`config.mk`:
```
export PLATFORM = sky130hd
export DESIGN_NAME = hl_link_ctrl
export DESIGN_NICKNAME = d
export VERILOG_FILES = /design/src/hl_pkg.sv /design/src/hl_link_ctrl.sv
export SDC_FILE = /design/constraint.sdc
export NUM_CORES = 2
export LEC_CHECK = 0
export BUFFER_PORTS_ARGS = -buffer_cell sky130_fd_sc_hd__buf_2
export CAP_MARGIN = 20
export CORE_ASPECT_RATIO = 0.6
export CORE_MARGIN = 3
export CORE_UTILIZATION = 45
export CTS_CLUSTER_DIAMETER = 120
export DETAILED_ROUTE_END_ITERATION = 8
export HOLD_SLACK_MARGIN = 0.1
export SETUP_SLACK_MARGIN = 0.4
export SKIP_LAST_GASP = 1
export SLEW_MARGIN = 10
export SYNTH_ARGS = -nofsm -noshare
export SYNTH_HDL_FRONTEND = slang
export SYNTH_SLANG_ARGS = --single-unit
```
`constraint.sdc`:
```
create_clock -name clk_i -period 63.7 [get_ports clk_i]
set_clock_uncertainty 0.2 [all_clocks]
set_input_delay 12.74 -clock clk_i [delete_from_list [all_inputs] [get_ports clk_i]]
set_output_delay 12.74 -clock clk_i [all_outputs]
set_load 0.02 [all_outputs]
```
`src/hl_pkg.sv`:
```
// hl_pkg: constants and carrier types for the hdlc link controller.
// assumes byte registers reached by word index over a 32-bit bus.
package hl_pkg;

  // ------------------------------------------------------------
  // register indices (byte address is four times the index)
  // ------------------------------------------------------------
  localparam logic [8:0] IDX_RX_MAP      = 9'h010;
  localparam logic [8:0] IDX_RX_SUPPRESS = 9'h011;
  localparam logic [8:0] IDX_RX_LEVEL    = 9'h087;
  localparam logic [8:0] IDX_RX_LATCH    = 9'h094;
  localparam logic [8:0] IDX_RX_MASK     = 9'h0a4;
  localparam logic [8:0] IDX_RX_LIVE     = 9'h0b4;
  localparam logic [8:0] IDX_RX_READY    = 9'h0b5;
  localparam logic [8:0] IDX_RX_PORT     = 9'h0b6;
  localparam logic [8:0] IDX_TX_MISC     = 9'h110;
  localparam logic [8:0] IDX_TX_SUPPRESS = 9'h111;
  localparam logic [8:0] IDX_TX_SLOT     = 9'h113;
  localparam logic [8:0] IDX_TX_LEVEL    = 9'h187;
  localparam logic [8:0] IDX_TX_LATCH    = 9'h191;
  localparam logic [8:0] IDX_TX_MASK     = 9'h1a1;
  localparam logic [8:0] IDX_TX_LIVE     = 9'h1b1;
  localparam logic [8:0] IDX_TX_SPACE    = 9'h1b3;
  localparam logic [8:0] IDX_TX_PORT     = 9'h1b4;

  // ------------------------------------------------------------
  // field positions and reset values
  // ------------------------------------------------------------
  localparam logic [7:0] REG_RESET      = 8'h00;
  localparam int         MAP_MODE_HI    = 7;
  localparam int         MAP_MODE_LO    = 6;
  localparam logic [1:0] MODE_SLOT      = 2'h0;
  localparam logic [1:0] MODE_SPARE     = 2'h1;
  localparam logic [1:0] MODE_FACILITY  = 2'h2;
  localparam int         TXM_ENABLE     = 0;
  localparam int         TXM_LAST       = 1;
  localparam int         RXE_START      = 0;
  localparam int         RXE_HIGH       = 1;
  localparam int         RXE_END        = 2;
  localparam int         RXE_CRC        = 3;
  localparam int         RXE_ABORT      = 4;
  localparam int         RXE_OVERFLOW   = 5;
  localparam int         TXE_LOW        = 0;
  localparam int         TXE_UNDERRUN   = 1;
  localparam int         TXE_SENT       = 2;

  // ------------------------------------------------------------
  // fifo and framing constants
  // ------------------------------------------------------------
  localparam logic [6:0]  FIFO_DEPTH    = 7'h40;
  localparam logic [7:0]  FLAG_BYTE     = 8'h7e;
  localparam logic [7:0]  ABORT_BYTE    = 8'hff;
  localparam logic [15:0] CRC_INIT      = 16'hffff;
  localparam logic [15:0] CRC_POLY      = 16'h8408;
  localparam logic [15:0] CRC_RESIDUE   = 16'hf0b8;
  localparam logic [2:0]  STUFF_ONES    = 3'h5;
  localparam logic [2:0]  FLAG_ONES     = 3'h6;

  typedef struct packed {
    logic       en;     // one-cycle bit strobe from the framer
    logic [4:0] slot;   // time slot of this bit
    logic [2:0] pos;    // bit position, or spare bit number minus four
    logic       spare;  // bit is one of the e1 spare bits
    logic       facility_link_bits;    // bit is a t1 facility data link bit
  } hl_slot_t;

  typedef struct packed {
    logic       abrt;
    logic       bad;
    logic       eom;
    logic [7:0] data;
  } hl_rx_entry_t;

  typedef struct packed {
    logic       eom;
    logic [7:0] data;
  } hl_tx_entry_t;

  typedef enum logic [4:0] {
    TX_FLAG  = 5'b00001,
    TX_DATA  = 5'b00010,
    TX_FCS1  = 5'b00100,
    TX_FCS2  = 5'b01000,
    TX_ABORT = 5'b10000
  } hl_tx_state_t;

endpackage : hl_pkg

```
`src/hl_link_ctrl.sv`:
```
// hl_link_ctrl: hdlc controller with 64-byte receive and transmit fifos.
// assumes framer bit strobes on clk_i and an avalon-mm master on the bus.
`timescale 1ns/1ps
`default_nettype none

// Functional notes
// - map onto slot, spare bits, or facility bits
// - separate 64-byte receive and transmit fifos
// - selectable bits in slot; others suppressed
// - flags, fcs, aborts, zero stuffing, byte alignment
// - level control registers set fifo watermarks
// - rx high flag live while above watermark
// - tx low flag live while below watermark
// - enabled watermark condition drives interrupt
// - overflow drops packet, empties fifo, reports
// - low seven bits give readable bytes
// - byte count stops at message end
// - msb set while message not yet ended
// - latched bit holds until one written
// - zeros and live bits unaffected by write
// - each latched event individually maskable
// - unmasked event pulls interrupt low
// - tx space live, stable during read
module hl_link_ctrl
  import hl_pkg::*;
(
  input  wire logic        clk_i,             // 25 MHz clock
  input  wire logic        arst_n_i,          // async reset, active low
  input  wire logic [8:0]  avs_address_i,     // register index
  input  wire logic        avs_read_i,        // read request
  input  wire logic        avs_write_i,       // write request
  input  wire logic [31:0] avs_writedata_i,   // write data
  input  wire logic [3:0]  avs_byteenable_i,  // byte enables
  output logic      [31:0] avs_readdata_o,    // read data
  output logic             avs_waitrequest_o, // stall
  input  wire hl_slot_t    rx_slot_i,         // receive bit timing
  input  wire logic        rx_data_i,         // receive bit
  input  wire hl_slot_t    tx_slot_i,         // transmit bit timing
  output logic             tx_data_o,         // transmit bit
  output logic             interrupt_out_n_o  // interrupt, active low
);

  // ------------------------------------------------------------
  // registers and state
  // ------------------------------------------------------------
  logic [7:0]   rx_link_map_control, rx_bit_suppress, rx_fifo_level_control;
  logic [7:0]   rx_event_latch, rx_event_mask;
  logic [7:0]   tx_misc_control, tx_bit_suppress, tx_slot_select;
  logic [7:0]   tx_fifo_level_control, tx_event_latch, tx_event_mask;
  hl_rx_entry_t rx_mem [64];
  hl_tx_entry_t tx_mem [64];
  logic [6:0]   rx_wr, rx_rd, tx_wr, tx_rd;
  logic [6:0]   rx_fill, tx_fill, rb_cnt;
  logic         rb_end;
  logic         done, acc_wr, acc_rd, be0;
  logic         rx_pop, tx_push, rx_sel, tx_sel;
  logic         rx_high_level_flag, tx_low_level_flag, rx_high_q, tx_low_q;
  logic         rx_push, rx_first, rx_ovf_evt;
  hl_rx_entry_t rx_push_ent;
  logic         rx_in_frame, rx_drop, rx_started;
  logic [2:0]   rx_ones, rx_bits, rx_nheld;
  logic [7:0]   rx_byte;
  logic [7:0]   rx_held [3];
  logic [15:0]  rx_crc;
  logic         tx_pop, tx_last, tx_under_evt, tx_sent_evt;
  logic [2:0]   tx_ones, tx_bits;
  logic [7:0]   tx_sh, tx_fcs_hi;
  logic [15:0]  tx_crc;
  hl_tx_state_t tx_st;
  logic         tx_stuffing;
  logic [7:0]   rx_set, tx_set, rx_pend, tx_pend;

  function automatic logic [15:0] crc_byte(input logic [15:0] c, input logic [7:0] d);
    logic [15:0] r;
    r = c;
    for (int i = 0; i < 8; i++)
    begin
      r = (r[0] ^ d[i]) ? ((r >> 1) ^ CRC_POLY) : (r >> 1);
    end
    return r;
  endfunction

  // bit belongs to the controller: mapping mode plus per-bit suppression in slot and spare modes
  function automatic logic bit_taken(input hl_slot_t s, input logic [7:0] map,
                                     input logic [7:0] supp);
    logic r;
    case (map[MAP_MODE_HI:MAP_MODE_LO])
      MODE_SLOT:     r = (s.slot == map[4:0]) && !s.spare && !s.facility_link_bits && !supp[s.pos];
      MODE_SPARE:    r = s.spare && !supp[s.pos];
      MODE_FACILITY: r = s.facility_link_bits;
      default:       r = 1'b0;
    endcase
    return s.en && r;
  endfunction

  assign rx_sel  = bit_taken(rx_slot_i, rx_link_map_control, rx_bit_suppress);
  assign tx_sel  = bit_taken(tx_slot_i, tx_slot_select, tx_bit_suppress);
  assign rx_fill = rx_wr - rx_rd;
  assign tx_fill = tx_wr - tx_rd;
  assign rx_high_level_flag = rx_fill > {1'b0, rx_fifo_level_control[5:0]};
  assign tx_low_level_flag  = tx_fill < {1'b0, tx_fifo_level_control[5:0]};
  assign tx_stuffing = (tx_st == TX_DATA) || (tx_st == TX_FCS1) || (tx_st == TX_FCS2);

  // ------------------------------------------------------------
  // avalon slave: one wait cycle, data captured in the first
  // ------------------------------------------------------------
  assign done   = (avs_read_i || avs_write_i) && !avs_waitrequest_o;
  assign acc_wr = done && avs_write_i;
  assign acc_rd = done && avs_read_i;
  assign be0    = avs_byteenable_i[0];
  assign rx_pop  = acc_rd && (avs_address_i == IDX_RX_PORT) && (rx_fill != 7'h00);
  assign tx_push = acc_wr && be0 && (avs_address_i == IDX_TX_PORT) && (tx_fill != FIFO_DEPTH);

  always_ff @(posedge clk_i or negedge arst_n_i)
  begin
    if (!arst_n_i)
      avs_waitrequest_o <= 1'b1;
    else if ((avs_read_i || avs_write_i) && avs_waitrequest_o)
      avs_waitrequest_o <= 1'b0;
    else
      avs_waitrequest_o <= 1'b1;
  end

  // count up to and including the first end-of-message entry
  always_comb
  begin
    rb_cnt = 7'h00;
    rb_end = 1'b0;
    for (int i = 0; i < 64; i++)
    begin
      if ((7'(i) < rx_fill) && !rb_end)
      begin
        rb_cnt = rb_cnt + 7'h01;
        if (rx_mem[6'(rx_rd[5:0] + 6'(i))].eom)
          rb_end = 1'b1;
      end
    end
  end

  // read data is sampled in the wait cycle, so it is stable for the whole read
  always_ff @(posedge clk_i or negedge arst_n_i)
  begin
    if (!arst_n_i)
      avs_readdata_o <= 32'h0000_0000;
    else if (avs_read_i && avs_waitrequest_o)
    begin
      case (avs_address_i)
        IDX_RX_MAP:      avs_readdata_o <= {24'h0, rx_link_map_control};
        IDX_RX_SUPPRESS: avs_readdata_o <= {24'h0, rx_bit_suppress};
        IDX_RX_LEVEL:    avs_readdata_o <= {24'h0, rx_fifo_level_control};
        IDX_RX_LATCH:    avs_readdata_o <= {24'h0, rx_event_latch};
        IDX_RX_MASK:     avs_readdata_o <= {24'h0, rx_event_mask};
        IDX_RX_LIVE:     avs_readdata_o <= {26'h0, rx_drop, 3'h0, rx_high_level_flag,
                                            rx_fill == 7'h00};
        IDX_RX_READY:    avs_readdata_o <= {24'h0, !rb_end && (rb_cnt != 7'h00), rb_cnt};
        IDX_RX_PORT:     avs_readdata_o <= {24'h0, rx_mem[rx_rd[5:0]].data};
        IDX_TX_MISC:     avs_readdata_o <= {24'h0, tx_misc_control};
        IDX_TX_SUPPRESS: avs_readdata_o <= {24'h0, tx_bit_suppress};
        IDX_TX_SLOT:     avs_readdata_o <= {24'h0, tx_slot_select};
        IDX_TX_LEVEL:    avs_readdata_o <= {24'h0, tx_fifo_level_control};
        IDX_TX_LATCH:    avs_readdata_o <= {24'h0, tx_event_latch};
        IDX_TX_MASK:     avs_readdata_o <= {24'h0, tx_event_mask};
        IDX_TX_LIVE:     avs_readdata_o <= {29'h0, !tx_st[0], tx_fill == FIFO_DEPTH,
                                            tx_low_level_flag};
        IDX_TX_SPACE:    avs_readdata_o <= {25'h0, FIFO_DEPTH - tx_fill};
        default:         avs_readdata_o <= 32'h0000_0000;
      endcase
    end
  end

  // ------------------------------------------------------------
  // control registers
  // ------------------------------------------------------------
  always_ff @(posedge clk_i or negedge arst_n_i)
  begin
    if (!arst_n_i)
    begin
      rx_link_map_control   <= REG_RESET;
      rx_bit_suppress       <= REG_RESET;
      rx_fifo_level_control <= REG_RESET;
      rx_event_mask         <= REG_RESET;
      tx_misc_control       <= REG_RESET;
      tx_bit_suppress       <= REG_RESET;
      tx_slot_select        <= REG_RESET;
      tx_fifo_level_control <= REG_RESET;
      tx_event_mask         <= REG_RESET;
    end
    else if (acc_wr && be0)
    begin
      case (avs_address_i)
        IDX_RX_MAP:      rx_link_map_control   <= avs_writedata_i[7:0];
        IDX_RX_SUPPRESS: rx_bit_suppress       <= avs_writedata_i[7:0];
        IDX_RX_LEVEL:    rx_fifo_level_control <= avs_writedata_i[7:0];
        IDX_RX_MASK:     rx_event_mask         <= avs_writedata_i[7:0];
        IDX_TX_MISC:     tx_misc_control       <= avs_writedata_i[7:0];
        IDX_TX_SUPPRESS: tx_bit_suppress       <= avs_writedata_i[7:0];
        IDX_TX_SLOT:     tx_slot_select        <= avs_writedata_i[7:0];
        IDX_TX_LEVEL:    tx_fifo_level_control <= avs_writedata_i[7:0];
        IDX_TX_MASK:     tx_event_mask         <= avs_writedata_i[7:0];
        IDX_TX_PORT:     tx_misc_control[TXM_LAST] <= 1'b0; // last marker is one-shot
        default:         tx_misc_control       <= tx_misc_control;
      endcase
    end
  end

  // ------------------------------------------------------------
  // latched events: set wins over a write-one clear
  // ------------------------------------------------------------
  assign rx_set = {2'h0, rx_ovf_evt,
                   rx_pop && rx_mem[rx_rd[5:0]].abrt,
                   rx_pop && rx_mem[rx_rd[5:0]].bad && !rx_mem[rx_rd[5:0]].abrt,
                   rx_pop && rx_mem[rx_rd[5:0]].eom,
                   rx_high_level_flag && !rx_high_q,
                   rx_push && rx_first};
  assign tx_set = {5'h0, tx_sent_evt, tx_under_evt, tx_low_level_flag && !tx_low_q};

  always_ff @(posedge clk_i or negedge arst_n_i)
  begin
    if (!arst_n_i)
    begin
      rx_event_latch <= REG_RESET;
      tx_event_latch <= REG_RESET;
      rx_pend        <= REG_RESET;
      tx_pend        <= REG_RESET;
      rx_high_q      <= 1'b0;
      tx_low_q       <= 1'b0;
    end
    else
    begin
      rx_high_q <= rx_high_level_flag;
      tx_low_q  <= tx_low_level_flag;
      rx_event_latch <= (rx_event_latch & ~((acc_wr && be0 && avs_address_i == IDX_RX_LATCH)
                         ? avs_writedata_i[7:0] : 8'h00)) | rx_set;
      tx_event_latch <= (tx_event_latch & ~((acc_wr && be0 && avs_address_i == IDX_TX_LATCH)
                         ? avs_writedata_i[7:0] : 8'h00)) | tx_set;
      // pending bits drop when the latch is captured for a read
      rx_pend <= ((avs_read_i && avs_waitrequest_o && avs_address_i == IDX_RX_LATCH)
                  ? 8'h00 : rx_pend) | rx_set;
      tx_pend <= ((avs_read_i && avs_waitrequest_o && avs_address_i == IDX_TX_LATCH)
                  ? 8'h00 : tx_pend) | tx_set;
    end
  end

  always_ff @(posedge clk_i or negedge arst_n_i)
  begin
    if (!arst_n_i)
      interrupt_out_n_o <= 1'b1;
    else
      interrupt_out_n_o <= !(|(rx_pend & rx_event_latch & rx_event_mask)
                           || |(tx_pend & tx_event_latch & tx_event_mask)
                           || (rx_high_level_flag && rx_event_mask[RXE_HIGH])
                           || (tx_low_level_flag && tx_event_mask[TXE_LOW]));
  end

  // ------------------------------------------------------------
  // fifo pointers and storage
  // ------------------------------------------------------------
  always_ff @(posedge clk_i or negedge arst_n_i)
  begin
    if (!arst_n_i)
    begin
      rx_wr      <= 7'h00;
      rx_rd      <= 7'h00;
      rx_ovf_evt <= 1'b0;
    end
    else
    begin
      rx_ovf_evt <= 1'b0;
      if (rx_push && (rx_fill == FIFO_DEPTH))
      begin
        rx_wr      <= 7'h00;
        rx_rd      <= 7'h00;
        rx_ovf_evt <= 1'b1;
      end
      else
      begin
        if (rx_push)
          rx_wr <= rx_wr + 7'h01;
        if (rx_pop)
          rx_rd <= rx_rd + 7'h01;
      end
    end
  end

  always_ff @(posedge clk_i)
  begin
    if (rx_push && (rx_fill != FIFO_DEPTH))
      rx_mem[rx_wr[5:0]] <= rx_push_ent;
    if (tx_push)
      tx_mem[tx_wr[5:0]] <= '{eom: tx_misc_control[TXM_LAST], data: avs_writedata_i[7:0]};
  end

  always_ff @(posedge clk_i or negedge arst_n_i)
  begin
    if (!arst_n_i)
    begin
      tx_wr <= 7'h00;
      tx_rd <= 7'h00;
    end
    else
    begin
      if (tx_push)
        tx_wr <= tx_wr + 7'h01;
      if (tx_pop)
        tx_rd <= tx_rd + 7'h01;
    end
  end

  // ------------------------------------------------------------
  // receive engine: flag hunt, destuff, three-byte fcs delay
  // ------------------------------------------------------------
  always_ff @(posedge clk_i or negedge arst_n_i)
  begin
    if (!arst_n_i)
    begin
      rx_in_frame <= 1'b0;
      rx_drop     <= 1'b0;
      rx_started  <= 1'b0;
      rx_ones     <= 3'h0;
      rx_bits     <= 3'h0;
      rx_nheld    <= 3'h0;
      rx_byte     <= 8'h00;
      rx_held     <= '{default: 8'h00};
      rx_crc      <= CRC_INIT;
      rx_push     <= 1'b0;
      rx_first    <= 1'b0;
      rx_push_ent <= '0;
    end
    else
    begin
      rx_push  <= 1'b0;
      rx_first <= 1'b0;
      if (rx_ovf_evt)
        rx_drop <= 1'b1;
      if (rx_sel)
      begin
        rx_ones <= rx_data_i ? ((rx_ones == 3'h7) ? rx_ones : rx_ones + 3'h1) : 3'h0;
        if (rx_data_i && (rx_ones == FLAG_ONES))
        begin
          if (rx_in_frame && rx_nheld != 3'h0 && !rx_drop)
          begin
            rx_push     <= 1'b1;
            rx_first    <= !rx_started;
            rx_push_ent <= '{abrt: 1'b1, bad: 1'b1, eom: 1'b1, data: rx_held[0]};
          end
          rx_in_frame <= 1'b0;
        end
        else if (!rx_data_i && (rx_ones == FLAG_ONES))
        begin
          if (rx_in_frame && rx_nheld != 3'h0 && !rx_drop)
          begin
            rx_push     <= 1'b1;
            rx_first    <= !rx_started;
            rx_push_ent <= '{abrt: 1'b0, eom: 1'b1, data: rx_held[0],
                             bad: !((rx_bits == 3'h7) && (rx_nheld == 3'h3)
                                    && (rx_crc == CRC_RESIDUE))};
          end
          rx_in_frame <= 1'b1;
          rx_drop     <= 1'b0;
          rx_started  <= 1'b0;
          rx_bits     <= 3'h0;
          rx_nheld    <= 3'h0;
          rx_crc      <= CRC_INIT;
        end
        else if (!(!rx_data_i && (rx_ones == STUFF_ONES)) && rx_in_frame)
        begin
          rx_byte <= {rx_data_i, rx_byte[7:1]};
          rx_bits <= rx_bits + 3'h1;
          if (rx_bits == 3'h7)
          begin
            rx_crc     <= crc_byte(rx_crc, {rx_data_i, rx_byte[7:1]});
            rx_held[0] <= rx_held[1];
            rx_held[1] <= rx_held[2];
            rx_held[2] <= {rx_data_i, rx_byte[7:1]};
            if (rx_nheld == 3'h3)
            begin
              if (!rx_drop)
              begin
                rx_push     <= 1'b1;
                rx_first    <= !rx_started;
                rx_started  <= 1'b1;
                rx_push_ent <= '{abrt: 1'b0, bad: 1'b0, eom: 1'b0, data: rx_held[0]};
              end
            end
            else
              rx_nheld <= rx_nheld + 3'h1;
          end
        end
      end
    end
  end

  // ------------------------------------------------------------
  // transmit engine: flags when idle, stuffing, fcs, abort
  // ------------------------------------------------------------
  always_ff @(posedge clk_i or negedge arst_n_i)
  begin
    if (!arst_n_i)
    begin
      tx_st        <= TX_FLAG;
      tx_sh        <= FLAG_BYTE;
      tx_bits      <= 3'h0;
      tx_ones      <= 3'h0;
      tx_crc       <= CRC_INIT;
      tx_fcs_hi    <= 8'h00;
      tx_last      <= 1'b0;
      tx_pop       <= 1'b0;
      tx_under_evt <= 1'b0;
      tx_sent_evt  <= 1'b0;
      tx_data_o    <= 1'b1;
    end
    else
    begin
      tx_pop       <= 1'b0;
      tx_under_evt <= 1'b0;
      tx_sent_evt  <= 1'b0;
      if (tx_sel && !tx_pop)
      begin
        if (tx_stuffing && (tx_ones == STUFF_ONES))
        begin
          tx_data_o <= 1'b0;
          tx_ones   <= 3'h0;
        end
        else
        begin
          tx_data_o <= tx_sh[0];
          tx_ones   <= (tx_stuffing && tx_sh[0]) ? tx_ones + 3'h1 : 3'h0;
          tx_sh     <= {1'b0, tx_sh[7:1]};
          tx_bits   <= tx_bits + 3'h1;
          if (tx_bits == 3'h7)
          begin
            case (tx_st)
              TX_FLAG:
              begin
                if (tx_misc_control[TXM_ENABLE] && (tx_fill != 7'h00))
                begin
                  tx_pop  <= 1'b1;
                  tx_sh   <= tx_mem[tx_rd[5:0]].data;
                  tx_last <= tx_mem[tx_rd[5:0]].eom;
                  tx_crc  <= crc_byte(CRC_INIT, tx_mem[tx_rd[5:0]].data);
                  tx_st   <= TX_DATA;
                end
                else
                  tx_sh <= FLAG_BYTE;
              end
              TX_DATA:
              begin
                if (tx_last)
                begin
                  tx_sh     <= ~tx_crc[7:0];
                  tx_fcs_hi <= ~tx_crc[15:8];
                  tx_st     <= TX_FCS1;
                end
                else if (tx_fill == 7'h00)
                begin
                  tx_sh        <= ABORT_BYTE;
                  tx_under_evt <= 1'b1;
                  tx_st        <= TX_ABORT;
                end
                else
                begin
                  tx_pop  <= 1'b1;
                  tx_sh   <= tx_mem[tx_rd[5:0]].data;
                  tx_last <= tx_mem[tx_rd[5:0]].eom;
                  tx_crc  <= crc_byte(tx_crc, tx_mem[tx_rd[5:0]].data);
                end
              end
              TX_FCS1:
              begin
                tx_sh <= tx_fcs_hi;
                tx_st <= TX_FCS2;
              end
              TX_FCS2:
              begin
                tx_sh       <= FLAG_BYTE;
                tx_sent_evt <= 1'b1;
                tx_st       <= TX_FLAG;
              end
              default:
              begin
                tx_sh <= FLAG_BYTE;
                tx_st <= TX_FLAG;
              end
            endcase
          end
        end
      end
    end
  end

endmodule : hl_link_ctrl

`default_nettype wire

```
==> impl_metrics.json <==
{
  "wire_per_inst_um": 28.1,
  "use_met2_pct": 30.7,
  "routed_via_density": 6.36,
  "clock_tree.buffer_depth": 4,
  "power_density_mw_per_mm2": 21.5,
  "most-common-layout-cells": "1280 x edfxtp_1, 529 x mux4_2, 451 x nand2_1, 450 x nor2_1, 286 x xnor2_1",
  "routed_wl_um": 246000,
  "synth_edf_count": 1280,
  "dieArea_mm2": 0.191,
  "grt_use_met3_pct": 9.77,
  "fp-row-count": 121,
  "drc": 0,
  "path_max_fanout": 53,
  "timing.hold.worst.class": "register to register",
  "min_period_ns": 44.82,
  "tightest_slew_ns": 1.36,
  "antenna_found_initial": 27,
  "synthArstFlopShare_pct": 16.8,
  "cp.required_ns": 64.14,
  "htree_levels": 4,
  "fin_util_pct": 50.2,
  "fp.coreArea_mm2": 0.183,
  "postCtsHoldBufs": 0,
  "cpMostUsedCell": "ha_1",
  "ys_types": 125,
  "crit_arrival_ns": 45.26,
  "switching_share_pct": 20.1,
  "crit_path_top_delay_cell": "dfrtp_4",
  "maxSlewHeadroom_pct": 8.43,
  "clock_latency_ns": 0.82,
  "drt_iter0_drc": 7665,
  "pwr-share-clk_pct": 43.8,
  "cts_made_buffers": 152,
  "syn_inst": 6068,
  "clk_pin_slew_ns": 0.07,
  "synth.ff_latch_count": 1538,
  "start_kind": "register",
  "area_delta_synth_final_pct": 9.99,
  "dp_cells": 8466,
  "cell_internal_pwr_uw": 1580,
  "grt_pass1_vias": 51862,
  "cts_tree": "done",
  "combinationalPowerShare_pct": 1.5,
  "vias": 55647,
  "grt_max_degree": 102,
  "grt_use_met1_pct": 41.9,
  "clkSinkCount": 1538,
  "fin_nets": 6367,
  "yosysSeqAreaShare_pct": 53.8,
  "finalNonFillerCells": 8751,
  "cts_setup_buffers": 0,
  "io_buffer_count": 55,
  "max_stage_delay_ns": 0.82,
  "grt.overflow.total": 0,
  "synth_ff_type": "edfxtp_1",
  "period_share_pct": 70.4,
  "grt_pass1_wl_um": 361000,
  "ys_warn_count": 0,
  "root_buffer": "clkbuf_16",
  "io-pin-count": 107,
  "avgSynthCellArea_um2": 13.8,
  "p_leak_uw": 0.0283,
  "finalSetupViolCount": 0,
  "busiest_layer": "met1",
  "worstSetupPathType": "register to register",
  "start_util_pct": 45.7,
  "drv_slew": 0,
  "postRouteAntennaNets": 0,
  "hold_viol_final": 0,
  "drive_gt1_share_pct": 22.0,
  "clock.fmax_mhz": 22.3,
  "dr.pass1.iters": 9,
  "tns_ns": 0,
  "place_area_mm2": 0.0871,
  "dp_hpwl_um": 178000,
  "die_h_um": 340,
  "finalInstanceArea_mm2": 0.0919,
  "seqPwrFrac_pct": 54.8,
  "grt.total_usage_pct": 25.3,
  "syn_area_mm2": 0.0836,
  "ir_drop_v": 0.0000252,
  "max_cap_viol_count": 0,
  "rsz0062_at_grt": "no",
  "cts_resized": 0,
  "switchingPower_uw": 398,
  "end_kind": "register",
  "gp_congestion": 1.02,
  "p_total_uw": 1980,
  "final_common_cell": "edfxtp_1",
  "status": "finished, final reports clean",
  "die_w_um": 562
}
## state kept, by name (all words and copies together), names as in the netlist, 11 cells and up
signal       flops
rx_mem         704
tx_mem         576
rx_held         24
rx_crc          16
tx_crc          16
rx_push_ent     11
## synthesized netlist by cell type, drive strengths merged, types with 15 or more instances
master / count / share of area (%)
nor2: 473 / 2.1
nand4: 67 / 0.52
a21boi: 34 / 0.31
o31ai: 20 / 0.22
xor2: 144 / 1.6
o21a: 22 / 0.20
or3: 23 / 0.17
clkbuf: 167 / 0.75
mux2i: 160 / 1.9
a21o: 38 / 0.34
o211ai: 36 / 0.32
and2: 53 / 0.40
nand2b: 38 / 0.28
xnor3: 28 / 0.77
o21ai: 212 / 1.3
mux2: 189 / 2.5
dfstp: 42 / 1.3
a211oi: 41 / 0.42
or2: 29 / 0.22
nor3: 108 / 0.70
nor2b: 46 / 0.34
and3: 56 / 0.42
a31oi: 48 / 0.36
nand3b: 25 / 0.22
a2111oi: 22 / 0.25
a22o: 15 / 0.16
mux4: 529 / 14
nand3: 174 / 1.0
a221oi: 19 / 0.20
nand2: 453 / 2.1
a21oi: 180 / 1.1
nor3b: 22 / 0.20
inv: 140 / 0.63
o22ai: 35 / 0.26
dfrtp: 216 / 6.5
edfxtp: 1280 / 46
buf: 134 / 0.86
nor4: 48 / 0.42
a22oi: 43 / 0.39
xnor2: 316 / 3.6
ha: 119 / 1.8
## power by group through the flow
stage	combinational (uW)	sequential (uW)	clock (uW)
finish	29.3	1080	866
global route	31.8	1080	924
CTS	29.3	1080	882
global placement	28.6	1110	0
floorplan	13.7	1100	0
detailed placement	29.3	1110	0
## per-stage QoR
| stage | setup WS, ns | hold slack [ns] |
|---|---|---|
| 2_1_floorplan | 24.64 | 0.204 |
| 3_3_place_gp | 20.02 | 0.224 |
| 3_5_place_dp | 19.77 | 0.221 |
| 4_1_cts | 19.60 | 0.239 |
| 5_1_grt | 15.57 | 0.246 |
| 6_report | 18.88 | 0.235 |
## final cells by class
cell class | count | area [um^2]
Antenna cell | 9 | 22.5
Fill cell | 15432 | 91100
Timing Repair Buffer | 230 | 1650
Sequential cell | 1538 | 45000
Clock inverter | 69 | 616
Inverter | 145 | 549
Multi-Input combinational cell | 4107 | 37000
Clock buffer | 193 | 4060
Tap cell | 2460 | 3080
## cells by family (layout without fill, tap and decap cells)
kind of cell,after synthesis,after routing,share of synthesized area [%]
compound gates,914,914,7.46
simple gates,1677,1677,9.79
buf+inv,446,637,2.26
other cells,1,33,0.00449
mux,878,878,18.7
xor+xnor,493,493,6.13
flops,1538,1538,53.8
fa+ha+maj,121,121,1.83
## critical path: cells and delay by family (launching register included)
| kind | cells | cell delay, ns |
|---|---|---|
| AO/OA/AOI/OAI | 61 | 15.10 |
| XOR/XNOR | 22 | 5.68 |
| adder cells (fa/ha/maj) | 30 | 9.40 |
| buffers and inverters | 12 | 2.61 |
| flip-flops | 1 | 0.82 |
| multiplexers | 13 | 3.80 |
| AND/OR/NAND/NOR | 45 | 6.92 |
## metal layers
metal / routed length (um) / up-vias
met5: 379 / -
met4: 3390 / 16
met3: 33900 / 258
met2: 91700 / 2998
met1: 116000 / 28509
li1: - / 23866
## path summary, 6_finish.rpt
check / from / endpoint / slack [ns] / cells after the start
worst max-delay path: rx_rd[1] / avs_readdata_o[6] / 18.88 / 183
worst min-delay path: tx_under_evt / tx_pend[1] / 0.23 / 1
worst max register to register: rx_rd[1] / avs_readdata_o[6] / 18.88 / 183
worst min register to register: tx_under_evt / tx_pend[1] / 0.23 / 1
max in group asynchronous: arst_n_i / rx_push_ent[9] / 49.56 / 3
min in group asynchronous: arst_n_i / tx_bits[0] / 11.68 / 1
Note: power is estimated with default switching activity, not from simulation.
